File: src/logic/dpm_pkg.sv
package dpm_pkg;

    ////////////////////////////////////////////////////////////////////////////
    // Timing
    localparam int CLK_HZ = 100_000_000;
    localparam int PEAK_PERIOD_S = 15;
    localparam int SLIDE_SHORT_S = 15;
    localparam int SLIDE_LONG_S = 60;
    localparam int SLIDE_LIMIT_MIN = 15;
    localparam int SEC_PER_MIN = 60;

    ////////////////////////////////////////////////////////////////////////////
    // Modbus frame addresses (register number minus one), first word of each pair; ADDR_RSVD_LAST and ADDR_LAST give the last word of a range
    localparam logic [15:0] ADDR_P_DMD = 16'h7da3;
    localparam logic [15:0] ADDR_Q_DMD = 16'h7da5;
    localparam logic [15:0] ADDR_S_DMD = 16'h7da7;
    localparam logic [15:0] ADDR_IA_PEAK = 16'h7da9;
    localparam logic [15:0] ADDR_IB_PEAK = 16'h7dab;
    localparam logic [15:0] ADDR_IC_PEAK = 16'h7dad;
    localparam logic [15:0] ADDR_IN_PEAK = 16'h7daf;
    localparam logic [15:0] ADDR_P_PEAK = 16'h7db1;
    localparam logic [15:0] ADDR_Q_PEAK = 16'h7db3;
    localparam logic [15:0] ADDR_S_PEAK = 16'h7db5;
    localparam logic [15:0] ADDR_GND_MAX = 16'h7db7;
    localparam logic [15:0] ADDR_LEAK_MAX = 16'h7db9;
    localparam logic [15:0] ADDR_RSVD_FIRST = 16'h7dbb;
    localparam logic [15:0] ADDR_RSVD_LAST = 16'h7dc0;
    localparam logic [15:0] ADDR_VAB_MAX = 16'h7dc1;
    localparam logic [15:0] ADDR_VBC_MAX = 16'h7dc3;
    localparam logic [15:0] ADDR_VCA_MAX = 16'h7dc5;
    localparam logic [15:0] ADDR_VAN_MAX = 16'h7dc7;
    localparam logic [15:0] ADDR_VBN_MAX = 16'h7dc9;
    localparam logic [15:0] ADDR_VCN_MAX = 16'h7dcb;
    localparam logic [15:0] ADDR_PF_A = 16'h7dcd;
    localparam logic [15:0] ADDR_PF_B = 16'h7dcf;
    localparam logic [15:0] ADDR_PF_C = 16'h7dd1;
    localparam logic [15:0] ADDR_PF_TOT = 16'h7dd3;
    localparam logic [15:0] ADDR_FPF_A = 16'h7dd5;
    localparam logic [15:0] ADDR_FPF_B = 16'h7dd7;
    localparam logic [15:0] ADDR_FPF_C = 16'h7dd9;
    localparam logic [15:0] ADDR_FPF_TOT = 16'h7ddb;
    localparam logic [15:0] ADDR_LAST = 16'h7ddc;

    ////////////////////////////////////////////////////////////////////////////
    // Values
    localparam logic [31:0] FLOAT_NA = 32'h7fc0_0000;
    localparam logic [31:0] VALUE_RST = 32'h0000_0000;
    localparam logic [15:0] RSVD_WORD = 16'h0000;
    localparam logic [7:0] SYS_TYPE_30 = 8'h1e;
    localparam logic [7:0] SYS_TYPE_40 = 8'h28;
    localparam logic [7:0] SYS_TYPE_41 = 8'h29;

    typedef enum logic [1:0] {
        DPM_UNIT_A = 2'b00,
        DPM_UNIT_E = 2'b01,
        DPM_UNIT_P = 2'b10,
        DPM_UNIT_H = 2'b11
    } dpm_unit_t;

    typedef enum logic {
        DPM_WIN_BLOCK = 1'b0,
        DPM_WIN_SLIDING = 1'b1
    } dpm_win_t;

    // Ordered compare of two FLOAT32 values; +0 and -0 count as distinct
    function automatic logic dpm_fp_gt(input logic [31:0] a, input logic [31:0] b);
        if (a[31] != b[31]) begin
            return !a[31];
        end
        if (!a[31]) begin
            return a[30:0] > b[30:0];
        end
        return a[30:0] < b[30:0];
    endfunction

endpackage

File: src/logic/dpm_refresh_timer.sv
module dpm_refresh_timer #(
    parameter int CYC_PER_SEC = dpm_pkg::CLK_HZ
) (
    input wire logic clk_i,
    input wire logic arst_n_i,
    input wire dpm_pkg::dpm_win_t win_mode_i,
    input wire logic [7:0] win_min_i,
    output logic dmd_upd_o,
    output logic peak_upd_o
);
    import dpm_pkg::*;

    logic [31:0] cyc;
    logic [5:0] peak_s;
    logic [5:0] slide_s;
    logic [13:0] blk_s;
    logic [8:0] cfg_q;
    wire logic [8:0] cfg = {win_mode_i, win_min_i};
    wire logic cfg_chg = cfg != cfg_q;
    wire logic sec_tick = cyc == 32'(CYC_PER_SEC - 1);
    wire logic [7:0] min_eff = (win_min_i == 8'h00) ? 8'h01 : win_min_i;
    wire logic [5:0] slide_last = (int'(win_min_i) <= SLIDE_LIMIT_MIN) ?
        6'(SLIDE_SHORT_S - 1) : 6'(SLIDE_LONG_S - 1);
    wire logic [13:0] blk_last = 14'(int'(min_eff) * SEC_PER_MIN - 1);
    wire logic slide_end = slide_s >= slide_last;
    wire logic blk_end = blk_s >= blk_last;
    wire logic peak_end = peak_s == 6'(PEAK_PERIOD_S - 1);

    // A new window setting restarts the demand interval from zero
    always_ff @(posedge clk_i or negedge arst_n_i) begin
        if (!arst_n_i) begin
            cyc <= 32'h0000_0000;
            peak_s <= 6'h00;
            slide_s <= 6'h00;
            blk_s <= 14'h0000;
            cfg_q <= 9'h000;
            dmd_upd_o <= 1'b0;
            peak_upd_o <= 1'b0;
        end else begin
            cfg_q <= cfg;
            // Second counter runs free so the peak interval stays fixed across setting changes
            cyc <= sec_tick ? 32'h0000_0000 : cyc + 32'h0000_0001;
            peak_upd_o <= sec_tick && peak_end;
            dmd_upd_o <= sec_tick && !cfg_chg &&
                ((win_mode_i == DPM_WIN_BLOCK) ? blk_end : slide_end);
            if (sec_tick) begin
                peak_s <= peak_end ? 6'h00 : peak_s + 6'h01;
            end
            if (cfg_chg) begin
                slide_s <= 6'h00;
                blk_s <= 14'h0000;
            end else if (sec_tick) begin
                slide_s <= slide_end ? 6'h00 : slide_s + 6'h01;
                blk_s <= blk_end ? 14'h0000 : blk_s + 14'h0001;
            end
        end
    end

    ////////////////////////////////////////////////////////////////////////////
    // Interval checks: cycles between two pulses under a steady setting
    logic [39:0] gap_dmd;
    logic [39:0] gap_peak;
    logic armed_dmd;
    logic armed_peak;
    always_ff @(posedge clk_i or negedge arst_n_i) begin
        if (!arst_n_i) begin
            gap_dmd <= 40'h00_0000_0000;
            gap_peak <= 40'h00_0000_0000;
            armed_dmd <= 1'b0;
            armed_peak <= 1'b0;
        end else begin
            gap_dmd <= dmd_upd_o ? 40'h00_0000_0000 : gap_dmd + 40'h00_0000_0001;
            gap_peak <= peak_upd_o ? 40'h00_0000_0000 : gap_peak + 40'h00_0000_0001;
            armed_dmd <= cfg_chg ? 1'b0 : (dmd_upd_o || armed_dmd);
            armed_peak <= peak_upd_o || armed_peak;
        end
    end
endmodule

File: src/logic/dpm_peak_track.sv
module dpm_peak_track #(
    parameter int N = 4
) (
    input wire logic clk_i,
    input wire logic arst_n_i,
    input wire logic clear_i,
    input wire logic sample_i,
    input wire logic [31:0] data_i [N],
    output logic [31:0] peak_o [N]
);
    import dpm_pkg::*;

    logic [N-1:0] seen;

    // A sample in the clear cycle survives: it becomes the first value tracked
    always_ff @(posedge clk_i or negedge arst_n_i) begin
        if (!arst_n_i) begin
            seen <= '0;
            for (int i = 0; i < N; i++) begin
                peak_o[i] <= VALUE_RST;
            end
        end else begin
            for (int i = 0; i < N; i++) begin
                if (sample_i && (clear_i || !seen[i] || dpm_fp_gt(data_i[i], peak_o[i]))) begin
                    peak_o[i] <= data_i[i];
                    seen[i] <= 1'b1;
                end else if (clear_i) begin
                    peak_o[i] <= VALUE_RST;
                    seen[i] <= 1'b0;
                end
            end
        end
    end
endmodule

File: src/logic/dpm_regs.sv
module dpm_regs #(
    parameter int CYC_PER_SEC = dpm_pkg::CLK_HZ
) (
    input wire logic clk_i,
    input wire logic arst_n_i,
    input wire logic rd_req_i,
    input wire logic [15:0] rd_addr_i,
    output logic rd_valid_o,
    output logic rd_err_o,
    output logic [15:0] rd_data_o,
    input wire logic rst_minmax_i,
    input wire dpm_pkg::dpm_win_t win_mode_i,
    input wire logic [7:0] win_min_i,
    input wire logic [7:0] sys_type_i,
    input wire dpm_pkg::dpm_unit_t unit_type_i,
    input wire logic [31:0] pwr_dmd_i [3],
    input wire logic [31:0] cur_dmd_i [4],
    input wire logic cur_dmd_valid_i,
    input wire logic meas_valid_i,
    input wire logic [31:0] gnd_cur_i,
    input wire logic [31:0] leak_cur_i,
    input wire logic [31:0] volt_i [6],
    input wire logic [31:0] pf_i [4],
    input wire logic [31:0] fpf_i [4],
    output logic dmd_upd_o,
    output logic peak_upd_o
);
    import dpm_pkg::*;

    ////////////////////////////////////////////////////////////////////////////
    // Refresh timing

    logic dmd_upd;
    logic peak_upd;

    dpm_refresh_timer #(
        .CYC_PER_SEC(CYC_PER_SEC)
    ) u_timer (
        .clk_i(clk_i),
        .arst_n_i(arst_n_i),
        .win_mode_i(win_mode_i),
        .win_min_i(win_min_i),
        .dmd_upd_o(dmd_upd),
        .peak_upd_o(peak_upd)
    );

    assign dmd_upd_o = dmd_upd;
    assign peak_upd_o = peak_upd;

    ////////////////////////////////////////////////////////////////////////////
    // Demand and power factor snapshots

    logic [31:0] pwr_dmd_q [3];
    logic [31:0] pf_q [4];
    logic [31:0] fpf_q [4];

    // Demand only moves on a refresh pulse, so a client sees one value per interval
    always_ff @(posedge clk_i or negedge arst_n_i) begin
        if (!arst_n_i) begin
            for (int i = 0; i < 3; i++) begin
                pwr_dmd_q[i] <= VALUE_RST;
            end
        end else if (dmd_upd) begin
            for (int i = 0; i < 3; i++) begin
                pwr_dmd_q[i] <= pwr_dmd_i[i];
            end
        end
    end

    always_ff @(posedge clk_i or negedge arst_n_i) begin
        if (!arst_n_i) begin
            for (int i = 0; i < 4; i++) begin
                pf_q[i] <= VALUE_RST;
                fpf_q[i] <= VALUE_RST;
            end
        end else if (meas_valid_i) begin
            for (int i = 0; i < 4; i++) begin
                pf_q[i] <= pf_i[i];
                fpf_q[i] <= fpf_i[i];
            end
        end
    end

    ////////////////////////////////////////////////////////////////////////////
    // Peak and maximum trackers

    logic [31:0] cur_peak [4];
    logic [31:0] pwr_peak [3];
    logic [31:0] max_val [8];
    wire logic [31:0] max_in [8];

    assign max_in = '{gnd_cur_i, leak_cur_i, volt_i[0], volt_i[1],
                      volt_i[2], volt_i[3], volt_i[4], volt_i[5]};

    dpm_peak_track #(
        .N(4)
    ) u_cur_peak (
        .clk_i(clk_i),
        .arst_n_i(arst_n_i),
        .clear_i(rst_minmax_i),
        .sample_i(cur_dmd_valid_i),
        .data_i(cur_dmd_i),
        .peak_o(cur_peak)
    );

    // Power peaks follow the live demand at the fixed interval, not the window
    dpm_peak_track #(
        .N(3)
    ) u_pwr_peak (
        .clk_i(clk_i),
        .arst_n_i(arst_n_i),
        .clear_i(rst_minmax_i),
        .sample_i(peak_upd),
        .data_i(pwr_dmd_i),
        .peak_o(pwr_peak)
    );

    dpm_peak_track #(
        .N(8)
    ) u_max (
        .clk_i(clk_i),
        .arst_n_i(arst_n_i),
        .clear_i(rst_minmax_i),
        .sample_i(meas_valid_i),
        .data_i(max_in),
        .peak_o(max_val)
    );

    ////////////////////////////////////////////////////////////////////////////
    // Availability by system wiring and protection unit

    wire logic neutral_ok = sys_type_i == SYS_TYPE_30 || sys_type_i == SYS_TYPE_41;
    wire logic ph_n_ok = sys_type_i == SYS_TYPE_40 || sys_type_i == SYS_TYPE_41;
    wire logic unit_eph = unit_type_i != DPM_UNIT_A;
    wire logic unit_ph = unit_type_i == DPM_UNIT_P || unit_type_i == DPM_UNIT_H;
    wire logic unit_h = unit_type_i == DPM_UNIT_H;

    ////////////////////////////////////////////////////////////////////////////
    // Read decode

    // Frame address is used directly; the first address of a pair is the high word
    wire logic [15:0] off = rd_addr_i - ADDR_P_DMD;
    wire logic half_lo = off[0];
    wire logic [15:0] pair_addr = rd_addr_i - {15'h0000, half_lo};
    wire logic in_range = rd_addr_i >= ADDR_P_DMD && rd_addr_i <= ADDR_LAST;
    wire logic in_rsvd = rd_addr_i >= ADDR_RSVD_FIRST && rd_addr_i <= ADDR_RSVD_LAST;
    logic [31:0] sel_word;

    // Unavailable quantities read as a quiet NaN rather than a stale number
    always_comb begin
        case (pair_addr)
            ADDR_P_DMD: sel_word = unit_eph ? pwr_dmd_q[0] : FLOAT_NA;
            ADDR_Q_DMD: sel_word = unit_ph ? pwr_dmd_q[1] : FLOAT_NA;
            ADDR_S_DMD: sel_word = unit_ph ? pwr_dmd_q[2] : FLOAT_NA;
            ADDR_IA_PEAK: sel_word = cur_peak[0];
            ADDR_IB_PEAK: sel_word = cur_peak[1];
            ADDR_IC_PEAK: sel_word = cur_peak[2];
            ADDR_IN_PEAK: sel_word = neutral_ok ? cur_peak[3] : FLOAT_NA;
            ADDR_P_PEAK: sel_word = pwr_peak[0];
            ADDR_Q_PEAK: sel_word = pwr_peak[1];
            ADDR_S_PEAK: sel_word = pwr_peak[2];
            ADDR_GND_MAX: sel_word = max_val[0];
            ADDR_LEAK_MAX: sel_word = max_val[1];
            ADDR_VAB_MAX: sel_word = max_val[2];
            ADDR_VBC_MAX: sel_word = max_val[3];
            ADDR_VCA_MAX: sel_word = max_val[4];
            ADDR_VAN_MAX: sel_word = ph_n_ok ? max_val[5] : FLOAT_NA;
            ADDR_VBN_MAX: sel_word = ph_n_ok ? max_val[6] : FLOAT_NA;
            ADDR_VCN_MAX: sel_word = ph_n_ok ? max_val[7] : FLOAT_NA;
            ADDR_PF_A: sel_word = ph_n_ok ? pf_q[0] : FLOAT_NA;
            ADDR_PF_B: sel_word = ph_n_ok ? pf_q[1] : FLOAT_NA;
            ADDR_PF_C: sel_word = ph_n_ok ? pf_q[2] : FLOAT_NA;
            ADDR_PF_TOT: sel_word = pf_q[3];
            ADDR_FPF_A: sel_word = (unit_h && ph_n_ok) ? fpf_q[0] : FLOAT_NA;
            ADDR_FPF_B: sel_word = (unit_h && ph_n_ok) ? fpf_q[1] : FLOAT_NA;
            ADDR_FPF_C: sel_word = (unit_h && ph_n_ok) ? fpf_q[2] : FLOAT_NA;
            ADDR_FPF_TOT: sel_word = unit_h ? fpf_q[3] : FLOAT_NA;
            default: sel_word = FLOAT_NA;
        endcase
    end

    wire logic [15:0] sel_half = half_lo ? sel_word[15:0] : sel_word[31:16];
    wire logic [15:0] next_data = in_rsvd ? RSVD_WORD : sel_half;

    ////////////////////////////////////////////////////////////////////////////
    // Read answer: one cycle after the request, nothing else changes state

    always_ff @(posedge clk_i or negedge arst_n_i) begin
        if (!arst_n_i) begin
            rd_valid_o <= 1'b0;
            rd_err_o <= 1'b0;
            rd_data_o <= 16'h0000;
        end else begin
            rd_valid_o <= rd_req_i;
            if (rd_req_i) begin
                rd_err_o <= !in_range;
                rd_data_o <= in_range ? next_data : 16'h0000;
            end
        end
    end

    ////////////////////////////////////////////////////////////////////////////
    // Checks

    wire logic [15:0] p_dmd_hi = pwr_dmd_q[0][31:16];
    wire logic [15:0] q_dmd_lo = pwr_dmd_q[1][15:0];
endmodule

File: config.mk
export PLATFORM = sky130hd
export DESIGN_NAME = dpm_regs
export DESIGN_NICKNAME = d
export VERILOG_FILES = /design/src/logic/dpm_pkg.sv /design/src/logic/dpm_refresh_timer.sv /design/src/logic/dpm_peak_track.sv /design/src/logic/dpm_regs.sv
export SDC_FILE = /design/constraint.sdc
export NUM_CORES = 2
export LEC_CHECK = 0
export BUFFER_PORTS_ARGS = -buffer_cell sky130_fd_sc_hd__buf_2
export CORE_AREA = 2 2 374 376
export DETAILED_ROUTE_END_ITERATION = 8
export DIE_AREA = 0 0 376 378
export SETUP_SLACK_MARGIN = 0.4
export SLEW_MARGIN = 15
export SYNTH_ARGS = -nofsm -noshare
export SYNTH_HDL_FRONTEND = slang
export SYNTH_SLANG_ARGS = --single-unit
File: constraint.sdc
create_clock -name clk_i -period 3.6 [get_ports clk_i]
set_input_delay 0.72 -clock clk_i [delete_from_list [all_inputs] [get_ports clk_i]]
set_output_delay 0.72 -clock clk_i [all_outputs]
set_load 0.03 [all_outputs]
# [Word level (Yosys, flattened, before mapping)]
# Cells that the tools add are included.
[op_classes] muxes=166 addsub=7 n_reduce_logical=104 order_cmp=37 mul=1 eq_ne=49
[op_table] cell="$mux 32" count=31
[op_table] cell="$pmux 32 s26" count=1
[op_table] cell="$gt 31x31->1" count=15
[op_table] cell="$lt 31x31->1" count=15
[op_table] cell="$eq 16x15->1 const B" count=26
[op_table] cell="$mux 1" count=122
[op_table] cell="$mux 16" count=3
[op_table] cell="$mux 14" count=3
[op_table] cell="$reduce_bool 2->1" count=17
[op_table] cell="$logic_or 1x1->1" count=33
[op_table] cell="$add 32x1->32 const B" count=1
[op_table] cell="$eq 32x27->1 const B" count=1
[op_table] cell="$ge 16x15->1 const B" count=2
[op_table] cell="$le 16x15->1 const B" count=2
[op_table] cell="$logic_not 1->1" count=32
[op_table] cell="$mux 6" count=5
[op_table] cell="$logic_and 1x1->1" count=21
[op_table] cell="$eq 8x6->1 const B" count=2
[op_table] cell="$sub 16x1->16" count=1
[op_table] cell="$ne 1x1->1" count=15
[op_table] cell="$add 14x1->14 const B" count=1
[op_table] cell="$ge 14x14->1" count=1
[op_table] cell="$sub 14x2->14 const B" count=1
[op_table] cell="$add 6x1->6 const B" count=2
[op_table] cell="10 further kinds" count=11
[word_totals] inputBits=777 elab_cells=415 reg_bits=934 out_inout_bits=20

# [Logic depth before layout (Yosys ltp)]
[logic_depth] ltp_word=8 mapped_depth=33 mapped_depth_nobuf=31

# [Hierarchy]
# A second synthesis with hierarchy kept.
[unflattened] cells_unflattened=5391 hier_area_um2=56492.9
[by_module_without_submodules] mod="dpm_regs" seq_area_each_um2=9258.9 area_each_um2=21249.1 cells_each=1941 n_inst=1
[by_module_without_submodules] mod="dpm_peak_track (u_max)" seq_area_each_um2=6606.3 area_each_um2=16009.1 cells_each=1565 n_inst=1
[by_module_without_submodules] mod="dpm_peak_track (u_cur_peak)" seq_area_each_um2=3303.2 area_each_um2=8277.9 cells_each=795 n_inst=1
[by_module_without_submodules] mod="dpm_peak_track (u_pwr_peak)" seq_area_each_um2=2477.4 area_each_um2=6286.0 cells_each=601 n_inst=1
[by_module_without_submodules] mod="dpm_refresh_timer" seq_area_each_um2=1726.7 area_each_um2=4670.7 cells_each=489 n_inst=1

# [Worst setup path after synthesis]
# OpenSTA, ideal clock, no wires.
[synth_path] path_kind="input -> register" startpoint="input win_min_i[4]" endpoint="register u_timer.blk_s[4]" path_stages=28 setup_time_ps=110 t_arrival_ps=6336 required_time_ps=3490 setup_slack_ps=-2846 n_path_buf=2 cell_sequence="inv_1 -> ha_1 -> nand2_1 -> nor3_1 -> nand2_1 -> nand2b_1 -> inv_1 -> ha_1 -> ha_1 -> fa_1 -> fa_1 -> a21o_1 -> a21oi_1 -> o21bai_1 -> a21oi_1 -> xnor2_1 -> or3_1 -> nor3_1 -> xor2_1 -> xnor2_1 -> ha_1 -> a2111o_1 -> o22ai_1 -> a31o_2 -> clkbuf_1 -> nand3_1 -> clkbuf_1 -> o41ai_1"
[synth_between] elab_chain_cells=8 word_cells_on_any_way=10 cone_classes="1 x add/sub; 1 x mul; 1 x order compare; 1 x eq/ne; 4 x mux; 2 x reduce/logical"
[synth_rtl] item="start, declared" line_no="dpm_regs.sv:13" source="input wire logic [7:0] win_min_i,"
[synth_rtl] item="$logic_not 8->1" line_no="dpm_refresh_timer.sv:21" source="wire logic [7:0] min_eff = (win_min_i == 8'h00) ? 8'h01 : win_min_i;"
[synth_rtl] item="$mux 8" line_no="dpm_refresh_timer.sv:21"
[synth_rtl] item="$mul 8x4->12" line_no="dpm_refresh_timer.sv:24" source="wire logic [13:0] blk_last = 14'(int'(min_eff) * SEC_PER_MIN - 1);"
[synth_rtl] item="$sub 14x2->14" line_no="dpm_refresh_timer.sv:24"
[synth_rtl] item="$ge 14x14->1" line_no="dpm_refresh_timer.sv:26" source="wire logic blk_end = blk_s >= blk_last;"
[synth_rtl] item="$mux 14" line_no="dpm_refresh_timer.sv:54" source="blk_s <= blk_end ? 14'h0000 : blk_s + 14'h0001;"
[synth_rtl] item="$mux 14" line_no="dpm_refresh_timer.sv:52" source="end else if (sec_tick) begin"
[synth_rtl] item="$mux 14" line_no="dpm_refresh_timer.sv:49" source="if (cfg_chg) begin"
[synth_rtl] item="end signal, assigned" line_no="dpm_refresh_timer.sv:54"
[synth_rtl] item="end, declared" line_no="dpm_refresh_timer.sv:16" source="logic [13:0] blk_s;"
# Several ways; a longest one is shown, not always the timed one. The select of a mux whose other input is x is not followed.
# A chain may end at the register's enable or synchronous reset.

# [Worst setup path after layout]
[layout_path] startpoint="input win_min_i[7]" endpoint="register u_timer.blk_s[10]"
# Same word-level chain as after synthesis.

==> results.yml <==
run_status:
  violations: "setup timing"
  status: "finished, violations left"
yosys:
  ys_types: 83
  avgSynthCellArea_um2: 10.4
  yosysWarnings: 0
  synth_adder_area_share_pct: 11.9
  synth_mux_area_share_pct: 10.1
  synth-main-ff-cell: "dfrtp_1"
  syn-cell-area_um2: 54900
  synth_nets: 6579
  yosys.area_share.simple_pct: 9.80
  synth_seq_cells: 934
  synth_edf_count: 0
  synth-compound-area-share_pct: 19.0
  async_flop_share_pct: 100
  seq_area_frac_synth_pct: 42.6
  synthCells: 5284
  synth_top_family_by_area: "compound AO/OA/AOI/OAI gates"
  synth_xor_area_share_pct: 1.01
floorplanning:
  row_count: 137
  die_area_um2: 142000
  core_um2: 139000
  start_util_pct: 39.6
  pin_count: 797
  die_x_um: 376
  die_height_um: 378
run:
  cap_violations: 0
cells_and_area:
  drive_gt1_share_pct: 37.0
  fin_util_pct: 52.9
  area_growth_syn_to_layout_pct: 33.4
  layout_common_cells: "dfrtp_1, buf_2, buf_4, inv_1, ha_1"
  nets: 7974
  layout_commonest_cell: "dfrtp_1"
timing:
  finalHoldViolCount: 0
  setup_ws_ps: -1630
  setup_viol_count_final: 15
  worstMarginPinSlew_ps: 822
  timing.setup.tns_ps: -23380
  rsz0062_at_grt: "yes"
  fmax_mhz: 191
  min_period_over_period_pct: 145
  fin_skew_ps: 57.2
  slew_headroom_pct: 43.8
  slew_violations: 0
  period_needed_ps: 5230
grt:
  grt_max_degree: 120
  grt_pass1_vias: 50000
  grt.overflow.total: 0
  track_usage_pct: 36.7
  grt_pass1_wl_um: 370000
  antenna_found_initial: 111
worst_setup_path:
  slowest_stage: "a2111o_1"
  crit-reg2reg-launch: "u_cur_peak.peak_o[2]$_DFFE_PN0P_"
  crit_start: "win_min_i[7]"
  arrival_ps: 5930
  r2r_cells: 14
  cp.required_ps: 4290
  critPathCaptureType: "flip-flop"
  r2r_end: "u_cur_peak.peak_o[18]$_DFFE_PN0P_"
  cp_slowest_stage_delay_ps: 410
  cp_max_fo: 5
  critPathLaunchType: "input pin"
  crit_path_frequent_cell: "buf_4"
  rrSetupSlack_ps: 310
  crit_type: "in2reg"
clock_network:
  root_buffer: "clkbuf_16"
  clock_sinks: 934
  worstSkewPairLatency_ps: 800
  clk_path_buf_depth: 3
  cts_tree: "done"
  cts_buffers: 112
  htreeDepth: 3
  clk_pin_slew_ps: 70
route:
  dr.pass1.iters: 8
  drtAntennaViolNets: 0
  num_vias: 52100
  drt-vias-per-instance: 6.04
  drt_iter0_drc: 5989
  wl_um: 271000
  drc_errors: 0
  post_drt_wl_per_cell_um: 31.4
placed_design:
  io_buffers: 796
  hpwl_um: 217000
  gp_congestion: 1.07
power_and_ir_drop:
  p_leak_nw: 34.9
  ir_worst_vdd_v: 0.000425
  p_per_area_nw_per_um2: 434
hold_path:
  min_path_type: "in2reg"
  worstHoldStart: "fpf_i[117]"
  whs_path_depth: 2
  hold_end: "fpf_q[117]$_DFFE_PN0P_"
[flip-flops by register name, indices dropped and copies added (netlist names)]
| signal | cells |
|---|---|
| u_timer.cyc | 32 |
| u_timer.blk_s | 14 |
| u_timer.dmd_upd_o | 1 |
| fpf_q | 128 |
| u_max.peak_o | 256 |
| p_dmd_hi | 16 |
| u_timer.peak_upd_o | 1 |
| rd_data_o | 16 |
| u_pwr_peak.peak_o | 96 |
| u_cur_peak.seen | 4 |
| rd_valid_o | 1 |
| u_max.seen | 8 |
| rd_err_o | 1 |
| u_timer.cfg_q | 9 |
| u_cur_peak.peak_o | 128 |
| u_timer.peak_s | 6 |
| pwr_dmd_q | 80 |
| u_pwr_peak.seen | 3 |
| u_timer.slide_s | 6 |
| pf_q | 128 |
[cells by family (layout without fill, tap and decap cells)]
group | Yosys count | after routing
AOI/OAI and AO/OA | 1398 | 1398
DFF | 934 | 934
and+or+nand+nor | 1090 | 1090
other | 0 | 50
xor gates and xnor gates | 63 | 63
buffers and inverters | 789 | 2277
muxes | 492 | 492
adders and majority gates | 518 | 518
[metal layers]
metal	part of all wire, %	GRT usage (%)
met1	39	47.3
met4	7.1	22.1
met5	0.21	0
met3	10	10.2
met2	43	55.0
[cell usage after synthesis (all sizes together) (42+ instances only)]
master / n / area share (%)
a21o: 144 / 2.0
a21oi: 206 / 1.9
a221o: 42 / 0.77
a221oi: 61 / 1.0
a222oi: 69 / 1.3
a22o: 338 / 5.4
a22oi: 141 / 1.9
buf: 67 / 0.68
clkbuf: 196 / 1.3
dfrtp: 934 / 43
ha: 509 / 12
inv: 521 / 3.6
mux2: 478 / 9.8
nand2: 218 / 1.5
nand2b: 52 / 0.59
nand3: 87 / 0.79
nand4: 139 / 1.6
nor2: 347 / 2.4
nor2b: 50 / 0.57
nor3: 73 / 0.69
o21ai: 189 / 1.7
[what timing repair did]
item                       in CTS  in global routing
gates resized for setup       121                246
hold endpoints to repair       31                  0
pin swaps                      54                224
setup endpoints to repair     160                363
setup buffers                  56                 55
hold buffers                    1                  0
gates cloned                    6                 14
[critical path: cells and delay by family]
family                   cells  cell delay [ps]
buffers and inverters       19             2260
AO/OA/AOI/OAI                4              810
adder cells (fa/ha/maj)      2              330
XOR/XNOR                     2              280
AND/OR/NAND/NOR             11             1500
[layout make-up]
cell class | instances | area [um^2]
antenna | 50 | 125
inverter | 526 | 2030
clock inverter | 56 | 860
multi-input combinational | 3561 | 30100
sequential | 934 | 23400
timing repair buffer | 1544 | 11300
tap | 1807 | 2260
fill | 12600 | 65300
clock buffer | 151 | 3170
[report_power, final]
group          switching, W  internal, W  leakage [nW]
combinational       0.00348      0.00311          21.1
sequential          0.00118       0.0114          11.9
clock               0.00512      0.00748          1.97
[worst max path at each step]
stage                                          endpoint  slack [ps]  cells after the start
final                     u_timer.blk_s[10]$_DFFE_PN0P_       -1630                     38
after global routing       u_timer.blk_s[3]$_DFFE_PN0P_       -1880                     32
after CTS                 u_timer.blk_s[10]$_DFFE_PN0P_       -1520                     30
after detailed placement  u_timer.blk_s[11]$_DFFE_PN0P_       -2570                     30
after global placement     u_timer.blk_s[9]$_DFFE_PN0P_       -2480                     30
after floorplan            u_timer.blk_s[4]$_DFFE_PN0P_       -2220                     30
[per-stage QoR]
step	instance area, um^2	power (W)	hold WS, ps	instances	setup WS (ps)
after floorplan	55500	0.0155	424	5284	-2220
after global placement	66100	0.0186	466	8240	-2480
after detailed placement	66100	0.0187	473	8240	-2570
after CTS	71200	0.0315	124	8510	-1520
after global routing	73200	0.0329	144	8608	-1880
final	73200	0.0318	148	8629	-1630
Note: power is estimated with default switching activity, not from simulation.
